### src/sdi_cfg.svh
`ifndef SDI_CFG_SVH
`define SDI_CFG_SVH

////////////////////////////////////////////////////////////////////////////
// device control port map
`define SDI_MODE2_IDX     3'h5
`define SDI_CHIPID_IDX    3'h7
`define SDI_MODE2_RST     8'h10
`define SDI_MODE2_MASK    8'hFE
`define SDI_HOST_PORT_ENABLE_BIT_BIT      5
`define SDI_PDN_BIT       4
`define SDI_MDIV_BIT      1
`define SDI_CP_START      8'h30
`define SDI_CP_RUN        8'h20

////////////////////////////////////////////////////////////////////////////
// controller register map
`define SDI_REG_CTRL      3'h0
`define SDI_REG_RATIO     3'h1
`define SDI_REG_LEFT      3'h2
`define SDI_REG_RIGHT     3'h3
`define SDI_REG_STATUS    3'h4
`define SDI_CTRL_GO       0
`define SDI_CTRL_HOSTMODE 1
`define SDI_CTRL_MDIV     2
`define SDI_CTRL_SPD_LO   3
`define SDI_CTRL_RST      5'h00
`define SDI_RATIO_RST     11'h100

////////////////////////////////////////////////////////////////////////////
// serial framing
`define SDI_WORD_BITS     24
`define SDI_BASE_RATIO    11'h100
`define SDI_CNT_MAX       11'h7FF

////////////////////////////////////////////////////////////////////////////
// timing
`define SDI_CLK_MHZ       100
`define SDI_RST_HOLD_NS   200
`define SDI_RST_HOLD_CYC  ((`SDI_RST_HOLD_NS * `SDI_CLK_MHZ + 999) / 1000)

`endif

### src/sdi_pkg.sv
package sdi_pkg;

  typedef enum logic [1:0] {
    SDI_SPEED_SINGLE = 2'h0,
    SDI_SPEED_DOUBLE = 2'h1,
    SDI_SPEED_QUAD   = 2'h2,
    SDI_SPEED_RSVD   = 2'h3
  } sdi_speed_e;

  typedef enum logic [1:0] {
    SDI_ST_HOLD   = 2'h0,
    SDI_ST_WR_EN  = 2'h1,
    SDI_ST_WR_RUN = 2'h3,
    SDI_ST_RUN    = 2'h2
  } sdi_host_state_e;

  typedef logic [23:0] sdi_word_t;

endpackage : sdi_pkg

### src/sdi_link_if.sv
interface sdi_link_if;
  logic                   dac_reset_n;
  logic                   serial_audio_in;
  logic                   bit_clock;
  logic                   frame_select_clock;
  logic                   master_clock;
  sdi_pkg::sdi_speed_e    speed;
  logic                   cp_wr;
  logic                   cp_rd;
  logic [2:0]             cp_addr;
  logic [7:0]             cp_wdata;
  logic [7:0]             cp_rdata;

  modport src (
    output dac_reset_n, serial_audio_in, bit_clock, frame_select_clock,
    output master_clock, speed, cp_wr, cp_rd, cp_addr, cp_wdata,
    input  cp_rdata
  );

  modport dev (
    input  dac_reset_n, serial_audio_in, bit_clock, frame_select_clock,
    input  master_clock, speed, cp_wr, cp_rd, cp_addr, cp_wdata,
    output cp_rdata
  );
endinterface : sdi_link_if

### src/sdi_dac_input.sv
// The placing of the registers and the strobed register port were decided locally.
`include "sdi_cfg.svh"

module sdi_fifo #(
  parameter int WIDTH = 48,
  parameter int DEPTH = 16
) (
  // clock and reset
  input  wire logic             clk_sys_i,
  input  wire logic             rst_i,
  // fill side
  input  wire logic             in_valid_i,
  output logic                  in_ready_o,
  input  wire logic [WIDTH-1:0] in_data_i,
  // drain side
  output logic                  out_valid_o,
  input  wire logic             out_ready_i,
  output logic [WIDTH-1:0]      out_data_o
);
  localparam int AW = $clog2(DEPTH);

  logic [WIDTH-1:0] mem [DEPTH];
  logic [AW:0]      wr_ptr;
  logic [AW:0]      rd_ptr;
  logic             push;
  logic             pop;

  assign in_ready_o  = (wr_ptr[AW] == rd_ptr[AW]) ||
                       (wr_ptr[AW-1:0] != rd_ptr[AW-1:0]);
  assign out_valid_o = wr_ptr != rd_ptr;
  assign out_data_o  = mem[rd_ptr[AW-1:0]];
  assign push        = in_valid_i && in_ready_o;
  assign pop         = out_valid_o && out_ready_i;

  always_ff @(posedge clk_sys_i) begin
    if (push) begin
      mem[wr_ptr[AW-1:0]] <= in_data_i;
    end
  end

  always_ff @(posedge clk_sys_i) begin
    if (rst_i) begin
      wr_ptr <= '0;
    end else if (push) begin
      wr_ptr <= wr_ptr + 1'b1;
    end
  end

  always_ff @(posedge clk_sys_i) begin
    if (rst_i) begin
      rd_ptr <= '0;
    end else if (pop) begin
      rd_ptr <= rd_ptr + 1'b1;
    end
  end
endmodule : sdi_fifo

////////////////////////////////////////////////////////////////////////////
// Behaviour
// - reset low: low power, defaults; high: operate
// - host mode reset low restores all registers
// - control port ignored while reset low
// - host clears power-down before conversion starts
// - host re-enables host port after every reset
// - reset held low until clocks stable
// - two's complement words, MSB first, bit clocked
// - frame level picks channel, runs at rate
// - left/right pair output together; right/left skewed
// - single speed master clock 256x to 1024x
// - double speed master clock 128x to 512x
// - quad speed master clock 64x to 256x
// - top ratio only in host port mode
// - power-down reads set; registers kept meanwhile
// - host writes 30h to register 5 early
// - divide-by-2 bit unlocks higher master clock rates
// - mute outputs during reset, power-down, bad ratio
module sdi_dac_input #(
  parameter logic [7:0] CHIP_ID = 8'hA5  // arbitrary identification value
) (
  // clock and reset
  input  wire logic          clk_sys_i,
  input  wire logic          rst_i,
  // link to the audio source
  sdi_link_if.dev            lnk,
  // sample pairs out
  input  wire logic          sample_ready_i,
  output logic               sample_valid_o,
  output sdi_pkg::sdi_word_t sample_left_o,
  output sdi_pkg::sdi_word_t sample_right_o,
  // status
  output logic               chan_a_mute_out_o,
  output logic               chan_b_mute_out_o,
  output logic               running_o,
  output logic               overrun_o
);
  logic [7:0]         mode2;
  logic               host_port_enable_bit;
  logic               power_down_bit;
  logic               mclk_div_bit;
  logic               in_reset;
  logic               bclk_q;
  logic               mclk_q;
  logic               frame_q;
  logic               bclk_rise;
  logic               mclk_rise;
  logic               frame_rise;
  logic [10:0]        mclk_cnt;
  logic               ratio_ok;
  logic               running;
  sdi_pkg::sdi_word_t shreg;
  sdi_pkg::sdi_word_t held_left;
  logic [4:0]         bit_cnt;
  logic               lr_prev;
  logic               synced;
  logic               have_left;
  logic               pair_stb;
  logic [47:0]        pair_word;
  logic [47:0]        pend;
  logic               pend_valid;
  logic               fifo_ready;
  logic [47:0]        fifo_out;

  // valid master clock to frame ratio for the selected speed range
  function automatic logic ratio_valid(input logic [1:0]  speed,
                                       input logic [10:0] n,
                                       input logic        top_ok);
    logic [10:0] base;
    base = `SDI_BASE_RATIO >> speed;
    ratio_valid = (speed != sdi_pkg::SDI_SPEED_RSVD) &&
                  (n == base || n == base + (base >> 1) ||
                   n == {base[9:0], 1'b0} ||
                   n == base + {base[9:0], 1'b0} ||
                   (top_ok && n == {base[8:0], 2'b00}));
  endfunction : ratio_valid

  assign in_reset             = rst_i || !lnk.dac_reset_n;
  assign host_port_enable_bit = mode2[`SDI_HOST_PORT_ENABLE_BIT_BIT];
  assign power_down_bit       = mode2[`SDI_PDN_BIT];
  assign mclk_div_bit         = mode2[`SDI_MDIV_BIT];
  assign bclk_rise            = lnk.bit_clock && !bclk_q;
  assign mclk_rise            = lnk.master_clock && !mclk_q;
  assign frame_rise           = lnk.frame_select_clock && !frame_q;
  // conversion needs reset high and, in host port mode, power-down clear
  assign running = !in_reset && ratio_ok &&
                   (!host_port_enable_bit || !power_down_bit);

  ////////////////////////////////////////////////////////////////////////////
  // control port
  always_ff @(posedge clk_sys_i) begin
    if (in_reset) begin
      mode2 <= `SDI_MODE2_RST;
    end else if (lnk.cp_wr && lnk.cp_addr == `SDI_MODE2_IDX) begin
      mode2 <= lnk.cp_wdata & `SDI_MODE2_MASK;
    end
  end

  always_ff @(posedge clk_sys_i) begin
    if (in_reset || !lnk.cp_rd) begin
      lnk.cp_rdata <= 8'h00;
    end else if (lnk.cp_addr == `SDI_MODE2_IDX) begin
      lnk.cp_rdata <= mode2;
    end else if (lnk.cp_addr == `SDI_CHIPID_IDX) begin
      lnk.cp_rdata <= CHIP_ID;
    end else begin
      lnk.cp_rdata <= 8'h00;
    end
  end

  ////////////////////////////////////////////////////////////////////////////
  // edge detect and clock ratio check
  always_ff @(posedge clk_sys_i) begin
    if (rst_i) begin
      bclk_q  <= 1'b0;
      mclk_q  <= 1'b0;
      frame_q <= 1'b0;
    end else begin
      bclk_q  <= lnk.bit_clock;
      mclk_q  <= lnk.master_clock;
      frame_q <= lnk.frame_select_clock;
    end
  end

  always_ff @(posedge clk_sys_i) begin
    if (in_reset) begin
      mclk_cnt <= 11'h000;
      ratio_ok <= 1'b0;
    end else if (frame_rise) begin
      ratio_ok <= ratio_valid(lnk.speed, mclk_cnt,
                   host_port_enable_bit && mclk_div_bit);
      mclk_cnt <= {10'h000, mclk_rise};
    end else if (mclk_cnt == `SDI_CNT_MAX) begin
      ratio_ok <= 1'b0;
    end else begin
      mclk_cnt <= mclk_cnt + {10'h000, mclk_rise};
    end
  end

  always_ff @(posedge clk_sys_i) begin
    if (rst_i) begin
      chan_a_mute_out_o <= 1'b1;
      chan_b_mute_out_o <= 1'b1;
      running_o         <= 1'b0;
    end else begin
      chan_a_mute_out_o <= !running;
      chan_b_mute_out_o <= !running;
      running_o         <= running;
    end
  end

  ////////////////////////////////////////////////////////////////////////////
  // serial receiver and channel pairing
  always_ff @(posedge clk_sys_i) begin
    if (!running) begin
      shreg     <= '0;
      held_left <= '0;
      bit_cnt   <= 5'd`SDI_WORD_BITS;
      lr_prev   <= lnk.frame_select_clock;
      synced    <= 1'b0;
      have_left <= 1'b0;
      pair_stb  <= 1'b0;
      pair_word <= '0;
    end else begin
      pair_stb <= 1'b0;
      if (bclk_rise) begin
        lr_prev <= lnk.frame_select_clock;
        if (lnk.frame_select_clock != lr_prev) begin
          synced  <= 1'b1;
          shreg   <= {23'h000000, lnk.serial_audio_in};
          bit_cnt <= 5'd1;
          if (synced && lr_prev) begin
            held_left <= shreg;
            have_left <= 1'b1;
          end else if (synced && have_left) begin
            pair_word <= {held_left, shreg};
            pair_stb  <= 1'b1;
            have_left <= 1'b0;
          end
        end else if (bit_cnt != 5'd`SDI_WORD_BITS) begin
          shreg   <= {shreg[22:0], lnk.serial_audio_in};
          bit_cnt <= bit_cnt + 5'd1;
        end
      end
    end
  end

  // a pair waits here while the FIFO is full; a newer pair overwrites it
  always_ff @(posedge clk_sys_i) begin
    if (in_reset) begin
      pend       <= '0;
      pend_valid <= 1'b0;
      overrun_o  <= 1'b0;
    end else if (pair_stb) begin
      pend       <= pair_word;
      pend_valid <= 1'b1;
      if (pend_valid && !fifo_ready) begin
        overrun_o <= 1'b1;
      end
    end else if (fifo_ready) begin
      pend_valid <= 1'b0;
    end
  end

  sdi_fifo #(
    .WIDTH (48),
    .DEPTH (16)
  ) u_fifo (
    .clk_sys_i   (clk_sys_i),
    .rst_i       (rst_i),
    .in_valid_i  (pend_valid),
    .in_ready_o  (fifo_ready),
    .in_data_i   (pend),
    .out_valid_o (sample_valid_o),
    .out_ready_i (sample_ready_i),
    .out_data_o  (fifo_out)
  );

  assign sample_left_o  = fifo_out[47:24];
  assign sample_right_o = fifo_out[23:0];
endmodule : sdi_dac_input

### src/flat_wrapper.sv
// flat-port wrapper written by rule: the top's interface ports become plain ports
module sdi_dac_input_flat 
#(
  parameter logic [7:0] CHIP_ID = 8'hA5                                   
)
  (clk_sys_i, rst_i, sample_ready_i, sample_valid_o, sample_left_o, sample_right_o, chan_a_mute_out_o, chan_b_mute_out_o, running_o, overrun_o, lnk_dac_reset_n, lnk_serial_audio_in, lnk_bit_clock, lnk_frame_select_clock, lnk_master_clock, lnk_speed, lnk_cp_wr, lnk_cp_rd, lnk_cp_addr, lnk_cp_wdata, lnk_cp_rdata);
  sdi_link_if lnk_i ();
  input  wire logic clk_sys_i;
  input  wire logic rst_i;
  input  wire logic sample_ready_i;
  output logic sample_valid_o;
  output sdi_pkg::sdi_word_t sample_left_o;
  output sdi_pkg::sdi_word_t sample_right_o;
  output logic chan_a_mute_out_o;
  output logic chan_b_mute_out_o;
  output logic running_o;
  output logic overrun_o;
  input wire logic [$bits(lnk_i.dac_reset_n)-1:0] lnk_dac_reset_n;
  input wire logic [$bits(lnk_i.serial_audio_in)-1:0] lnk_serial_audio_in;
  input wire logic [$bits(lnk_i.bit_clock)-1:0] lnk_bit_clock;
  input wire logic [$bits(lnk_i.frame_select_clock)-1:0] lnk_frame_select_clock;
  input wire logic [$bits(lnk_i.master_clock)-1:0] lnk_master_clock;
  input wire logic [$bits(lnk_i.speed)-1:0] lnk_speed;
  input wire logic [$bits(lnk_i.cp_wr)-1:0] lnk_cp_wr;
  input wire logic [$bits(lnk_i.cp_rd)-1:0] lnk_cp_rd;
  input wire logic [$bits(lnk_i.cp_addr)-1:0] lnk_cp_addr;
  input wire logic [$bits(lnk_i.cp_wdata)-1:0] lnk_cp_wdata;
  output wire logic [$bits(lnk_i.cp_rdata)-1:0] lnk_cp_rdata;
  assign lnk_i.dac_reset_n = lnk_dac_reset_n;
  assign lnk_i.serial_audio_in = lnk_serial_audio_in;
  assign lnk_i.bit_clock = lnk_bit_clock;
  assign lnk_i.frame_select_clock = lnk_frame_select_clock;
  assign lnk_i.master_clock = lnk_master_clock;
  assign lnk_i.speed = lnk_speed;
  assign lnk_i.cp_wr = lnk_cp_wr;
  assign lnk_i.cp_rd = lnk_cp_rd;
  assign lnk_i.cp_addr = lnk_cp_addr;
  assign lnk_i.cp_wdata = lnk_cp_wdata;
  assign lnk_cp_rdata = lnk_i.cp_rdata;
  sdi_dac_input #(.CHIP_ID(CHIP_ID)) u_core (.clk_sys_i(clk_sys_i), .rst_i(rst_i), .lnk(lnk_i), .sample_ready_i(sample_ready_i), .sample_valid_o(sample_valid_o), .sample_left_o(sample_left_o), .sample_right_o(sample_right_o), .chan_a_mute_out_o(chan_a_mute_out_o), .chan_b_mute_out_o(chan_b_mute_out_o), .running_o(running_o), .overrun_o(overrun_o));
endmodule
### config.mk
export PLATFORM = sky130hd
export DESIGN_NAME = sdi_dac_input_flat
export DESIGN_NICKNAME = d
export VERILOG_FILES = /design/src/sdi_pkg.sv /design/src/sdi_link_if.sv /design/src/sdi_dac_input.sv /design/src/flat_wrapper.sv
export VERILOG_INCLUDE_DIRS = /design/src
export SDC_FILE = /design/constraint.sdc
export NUM_CORES = 1
export LEC_CHECK = 0
export ABC_AREA = 1
export BUFFER_PORTS_ARGS = -buffer_cell sky130_fd_sc_hd__buf_2
export CORE_ASPECT_RATIO = 0.75
export CORE_MARGIN = 3
export CORE_UTILIZATION = 45
export DETAILED_ROUTE_END_ITERATION = 10
export PLACE_DENSITY_LB_ADDON = 0.05
export SYNTH_ARGS = -nofsm -noshare
export SYNTH_HDL_FRONTEND = slang
export SYNTH_SLANG_ARGS = --single-unit
### constraint.sdc
create_clock -name clk_sys_i -period 4.8 [get_ports clk_sys_i]
set_clock_uncertainty 0.2 [all_clocks]
set_input_delay 0 -clock clk_sys_i [delete_from_list [all_inputs] [get_ports clk_sys_i]]
set_output_delay 0 -clock clk_sys_i [all_outputs]
set_load 0.02 [all_outputs]
==> qor.log <==
INFO  status         status=completed
INFO  drt            via_count=23.3k
INFO  layout         drive_gt1_frac=0.0988
INFO  worst_setup_path crit-reg2reg-launch=u_core.u_fifo.wr_ptr[3]
INFO  place          place.gp.congestion=0.769
INFO  worst_setup_path endpoint_kind=output pin
INFO  drt            drc=0
INFO  yosys          ys_seq_elements=969
INFO  clock_tree     clock_sinks=969
INFO  power_and_ir_drop power_per_cell_area=381nW/um^2
INFO  worst_setup_path cpMaxStageDelayCell=sky130_fd_sc_hd__dfxtp_4
INFO  yosys          mappedNetlistArea=38300squm
INFO  worst_setup_path crit_fanout=47
INFO  floorplan      die_x=343um
INFO  sta            fin_tns_setup=0ps
INFO  sta            rsz0062_at_grt=no
INFO  clock_tree     clk_transition_reported_paths=60ps
INFO  floorplan      fp.dieArea=88600squm
INFO  sta            report.final.setup_viol=0
INFO  yosys          synth.yosys.seq_area_share=0.708
INFO  global_routing wire_length_of_the_first_global_routing_pass=145000um
INFO  yosys          syn_nets=3076
INFO  yosys          synthCells=3037
INFO  worst_setup_path setup.worst_path.end=sample_right_o[11]
INFO  sta            finalCritPeriodShare=0.725
INFO  yosys          synth_enable_flop_cells=769
INFO  power_and_ir_drop vdd.ir_drop.worst=0.246mV
INFO  worst_setup_path r2r-end=u_core.u_fifo.mem[14][1]
INFO  global_routing gr-total-overflow=0
INFO  worst_setup_path maximum_single_stage_delay_on_the_critical_path=860ps
INFO  drt            dr.first_iter.drc_count=1713
INFO  sta            max_clock_freq=287MHz
INFO  drt            ant_nets=0
INFO  place          dp_worst_setup_slack=1570ps
INFO  worst_setup_path worst_setup_path_start_kind=flip-flop
INFO  yosys          synth-async-reset-ratio=0
INFO  sta            tightestPinTransition=1350ps
INFO  yosys          synth_unique_cells=39
INFO  flow_run       max_cap_viol_count=0
INFO  yosys          yosys.area.top_type_share=0.603
INFO  drt            wire_per_inst=22.4um
INFO  clock_tree     ctsLongestPathBuffers=3
INFO  drt            finalWirelength=97100um
INFO  yosys          dominantRegCellSynth=sky130_fd_sc_hd__edfxtp_1
INFO  sta            slew-limit-headroom=0.0977
INFO  yosys          yosys_warnings=0
INFO  floorplan      core_area=83200squm
INFO  clock_tree     cts_inserted_buffers=98
INFO  clock_tree     cts_tree=done
INFO  worst_setup_path worst_path_most_repeated_cell=sky130_fd_sc_hd__o211ai_1
INFO  yosys          average_cell_area_after_synthesis=12.6squm
INFO  clock_tree     cts_root_buffer=sky130_fd_sc_hd__clkbuf_16
INFO  layout         areaGrowthSynthToFinish=14.2%
INFO  worst_setup_path cp_cell_sequence=inv_2, buf_4, o211ai_1, o211ai_1, nand2_1, buf_2
INFO  clock_tree     cts-htree-levels=3
INFO  worst_setup_path worst-setup-path-type=reg2out
INFO  worst_setup_path crit_required=4600ps
INFO  sta            timing_max_transition_violations_final=0
INFO  min_path       hold_path_class=in2reg
INFO  place          hpwlAfterDp=49100um
INFO  power_and_ir_drop total_leakage_power=14.9nW
INFO  drt            route.detailed.vias_per_inst=5.40
INFO  worst_setup_path r2r_setup_slack=1590ps
INFO  clock_tree     cts.repair.resized=0
INFO  global_routing grt_antenna_before_repair=1
INFO  floorplan      boundaryPins=84
INFO  floorplan      row_count=91
INFO  yosys          synth_largest_area_cell=sky130_fd_sc_hd__edfxtp_1
INFO  worst_setup_path r2r_cells=9
INFO  global_routing pin_count_of_the_biggest_net_entering_global_routing=107
INFO  yosys          yosys-top-cells-count=sky130_fd_sc_hd__edfxtp_1 (769), sky130_fd_sc_hd__o21ai_0 (299), sky130_fd_sc_hd__a21oi_1 (263), sky130_fd_sc_hd__inv_1 (251), sky130_fd_sc_hd__nor2_1 (239)
INFO  worst_setup_path critPathArrivalTime=3280ps
INFO  power_and_ir_drop fin_total_pwr=16.6mW
INFO  place          place.port_buffers=82
INFO  global_routing global_routing_usage_summed_across_all_routing_layers=0.219
INFO  sta            final.setup.worst_slack=1320ps
INFO  yosys          synth.most_common_cell=sky130_fd_sc_hd__edfxtp_1
INFO  global_routing number_of_global_route_vias_before_repair=23.2k
INFO  sta            report.final.hold_viol_count=0
INFO  clock_tree     worst_skew_pair_latency=660ps
INFO  yosys          ys_top_cells_by_area=sky130_fd_sc_hd__edfxtp_1 (60%), sky130_fd_sc_hd__dfxtp_1 (10%), sky130_fd_sc_hd__mux2i_1 (5.0%), sky130_fd_sc_hd__o21ai_0 (3.9%), sky130_fd_sc_hd__o211ai_1 (3.8%)
INFO  sta            period_needed=3480ps
INFO  floorplan      die_height=259um
INFO  layout         total_number_of_nets_in_the_final_design=3165
INFO  floorplan      initial_core_util=0.460
INFO  drt            drt_first_pass_iters=5
[worst max-delay path: cells and delay by family, from the launching register on]
kind	cells	cell delay, ps
compound gates	2	280
buf+inv	3	1290
flops	1	860
simple gates	1	140
[cells by family (layout without fill, tap and decap cells)]
kind of cell | after synthesis | count (layout) | share of synthesized area
flip-flops | 969 | 969 | 0.708
multiplexers | 192 | 192 | 0.0502
buffers and inverters | 453 | 624 | 0.0492
AND/OR/NAND/NOR | 558 | 558 | 0.0594
XOR/XNOR | 21 | 21 | 0.00481
other | 0 | 1 | 0
AO/OA/AOI/OAI | 828 | 828 | 0.123
adder cells (fa/ha/maj) | 16 | 16 | 0.00523
[power by group]
| group | switching (mW) | internal (mW) |
|---|---|---|
| logic | 0.0737 | 0.0536 |
| registers | 0.00222 | 8.93 |
| clock network | 3.13 | 4.44 |
| total | 3.20 | 13.4 |
[per-layer routing]
layer / routed length (um) / vias up / global-route usage
met4: 2130 / 0 / 0.0532
met2: 44700 / 483 / 0.349
met1: 46200 / 11578 / 0.316
met5: 0 / - / 0
li1: - / 11139 / -
met3: 4040 / 147 / 0.0347
[what timing repair did]
| item | CTS | global route |
|---|---|---|
| endpoints found under the hold margin | 115 | 0 |
| hold buffers | 52 | 0 |
| buffers inserted | 0 | 0 |
[per-stage QoR]
stage / cell area, sq um / utilization / cells / hold slack (ps)
after floorplan: 38300 / - / 3037 / -124
after global placement: 39900 / 0.480 / 4090 / 24.1
after detailed placement: 39900 / 0.480 / 4090 / 32.8
after CTS: 43700 / 0.525 / 4324 / 7.54
after global routing: 43700 / 0.525 / 4324 / 80.3
final: 43700 / 0.525 / 4325 / 54.6
[flip-flops by register name, summed over array words and instances, names as in the netlist, 5 cells and up, named ones only]
name and flops:
u_core.pair_word 48, u_core.lnk.cp_rdata 8, u_core.held_left 24, u_core.u_fifo.wr_ptr 5, u_core.mclk_cnt 11, u_core.pend 48, u_core.shreg 24, u_core.bit_cnt 5
u_core.mode2 7, u_core.u_fifo.mem 768, u_core.u_fifo.rd_ptr 5
[worst min-delay path by stage]
stage	start	to	depth (start not counted)
floorplan	rst_i	u_core.u_fifo.wr_ptr[3]	1
global placement	lnk_master_clock	u_core.mclk_q	3
detailed placement	lnk_master_clock	u_core.mclk_q	3
CTS	lnk_serial_audio_in	u_core.shreg[0]	4
global route	sample_ready_i	u_core.u_fifo.rd_ptr[4]	5
finish	sample_ready_i	u_core.u_fifo.rd_ptr[4]	5
[placed cells by master (no fill, tap or decap), types with 40 or more instances in the layout]
cell / n
sky130_fd_sc_hd__o211ai_1: 193
sky130_fd_sc_hd__buf_2: 82
sky130_fd_sc_hd__nand3_1: 72
sky130_fd_sc_hd__o21ai_0: 299
sky130_fd_sc_hd__clkbuf_16: 106
sky130_fd_sc_hd__inv_1: 250
sky130_fd_sc_hd__nor2_1: 222
sky130_fd_sc_hd__dfxtp_1: 195
sky130_fd_sc_hd__edfxtp_1: 769
sky130_fd_sc_hd__mux2i_1: 192
sky130_fd_sc_hd__a21oi_1: 263
sky130_fd_sc_hd__dlygate4sd3_1: 52
sky130_fd_sc_hd__o21ai_1: 40
sky130_fd_sc_hd__nand2_1: 222
[layout make-up]
cell class                 instances  area [sq um]
fill                            7023         39500
sequential                       969         27100
multi-input combinational       1615          9410
clock buffer                     139          2920
timing repair buffer             178          1540
tap                             1116          1400
inverter                         264           996
clock inverter                    43           319
antenna                            1          2.50
No activity file was read; power rests on OpenSTA's default activity.
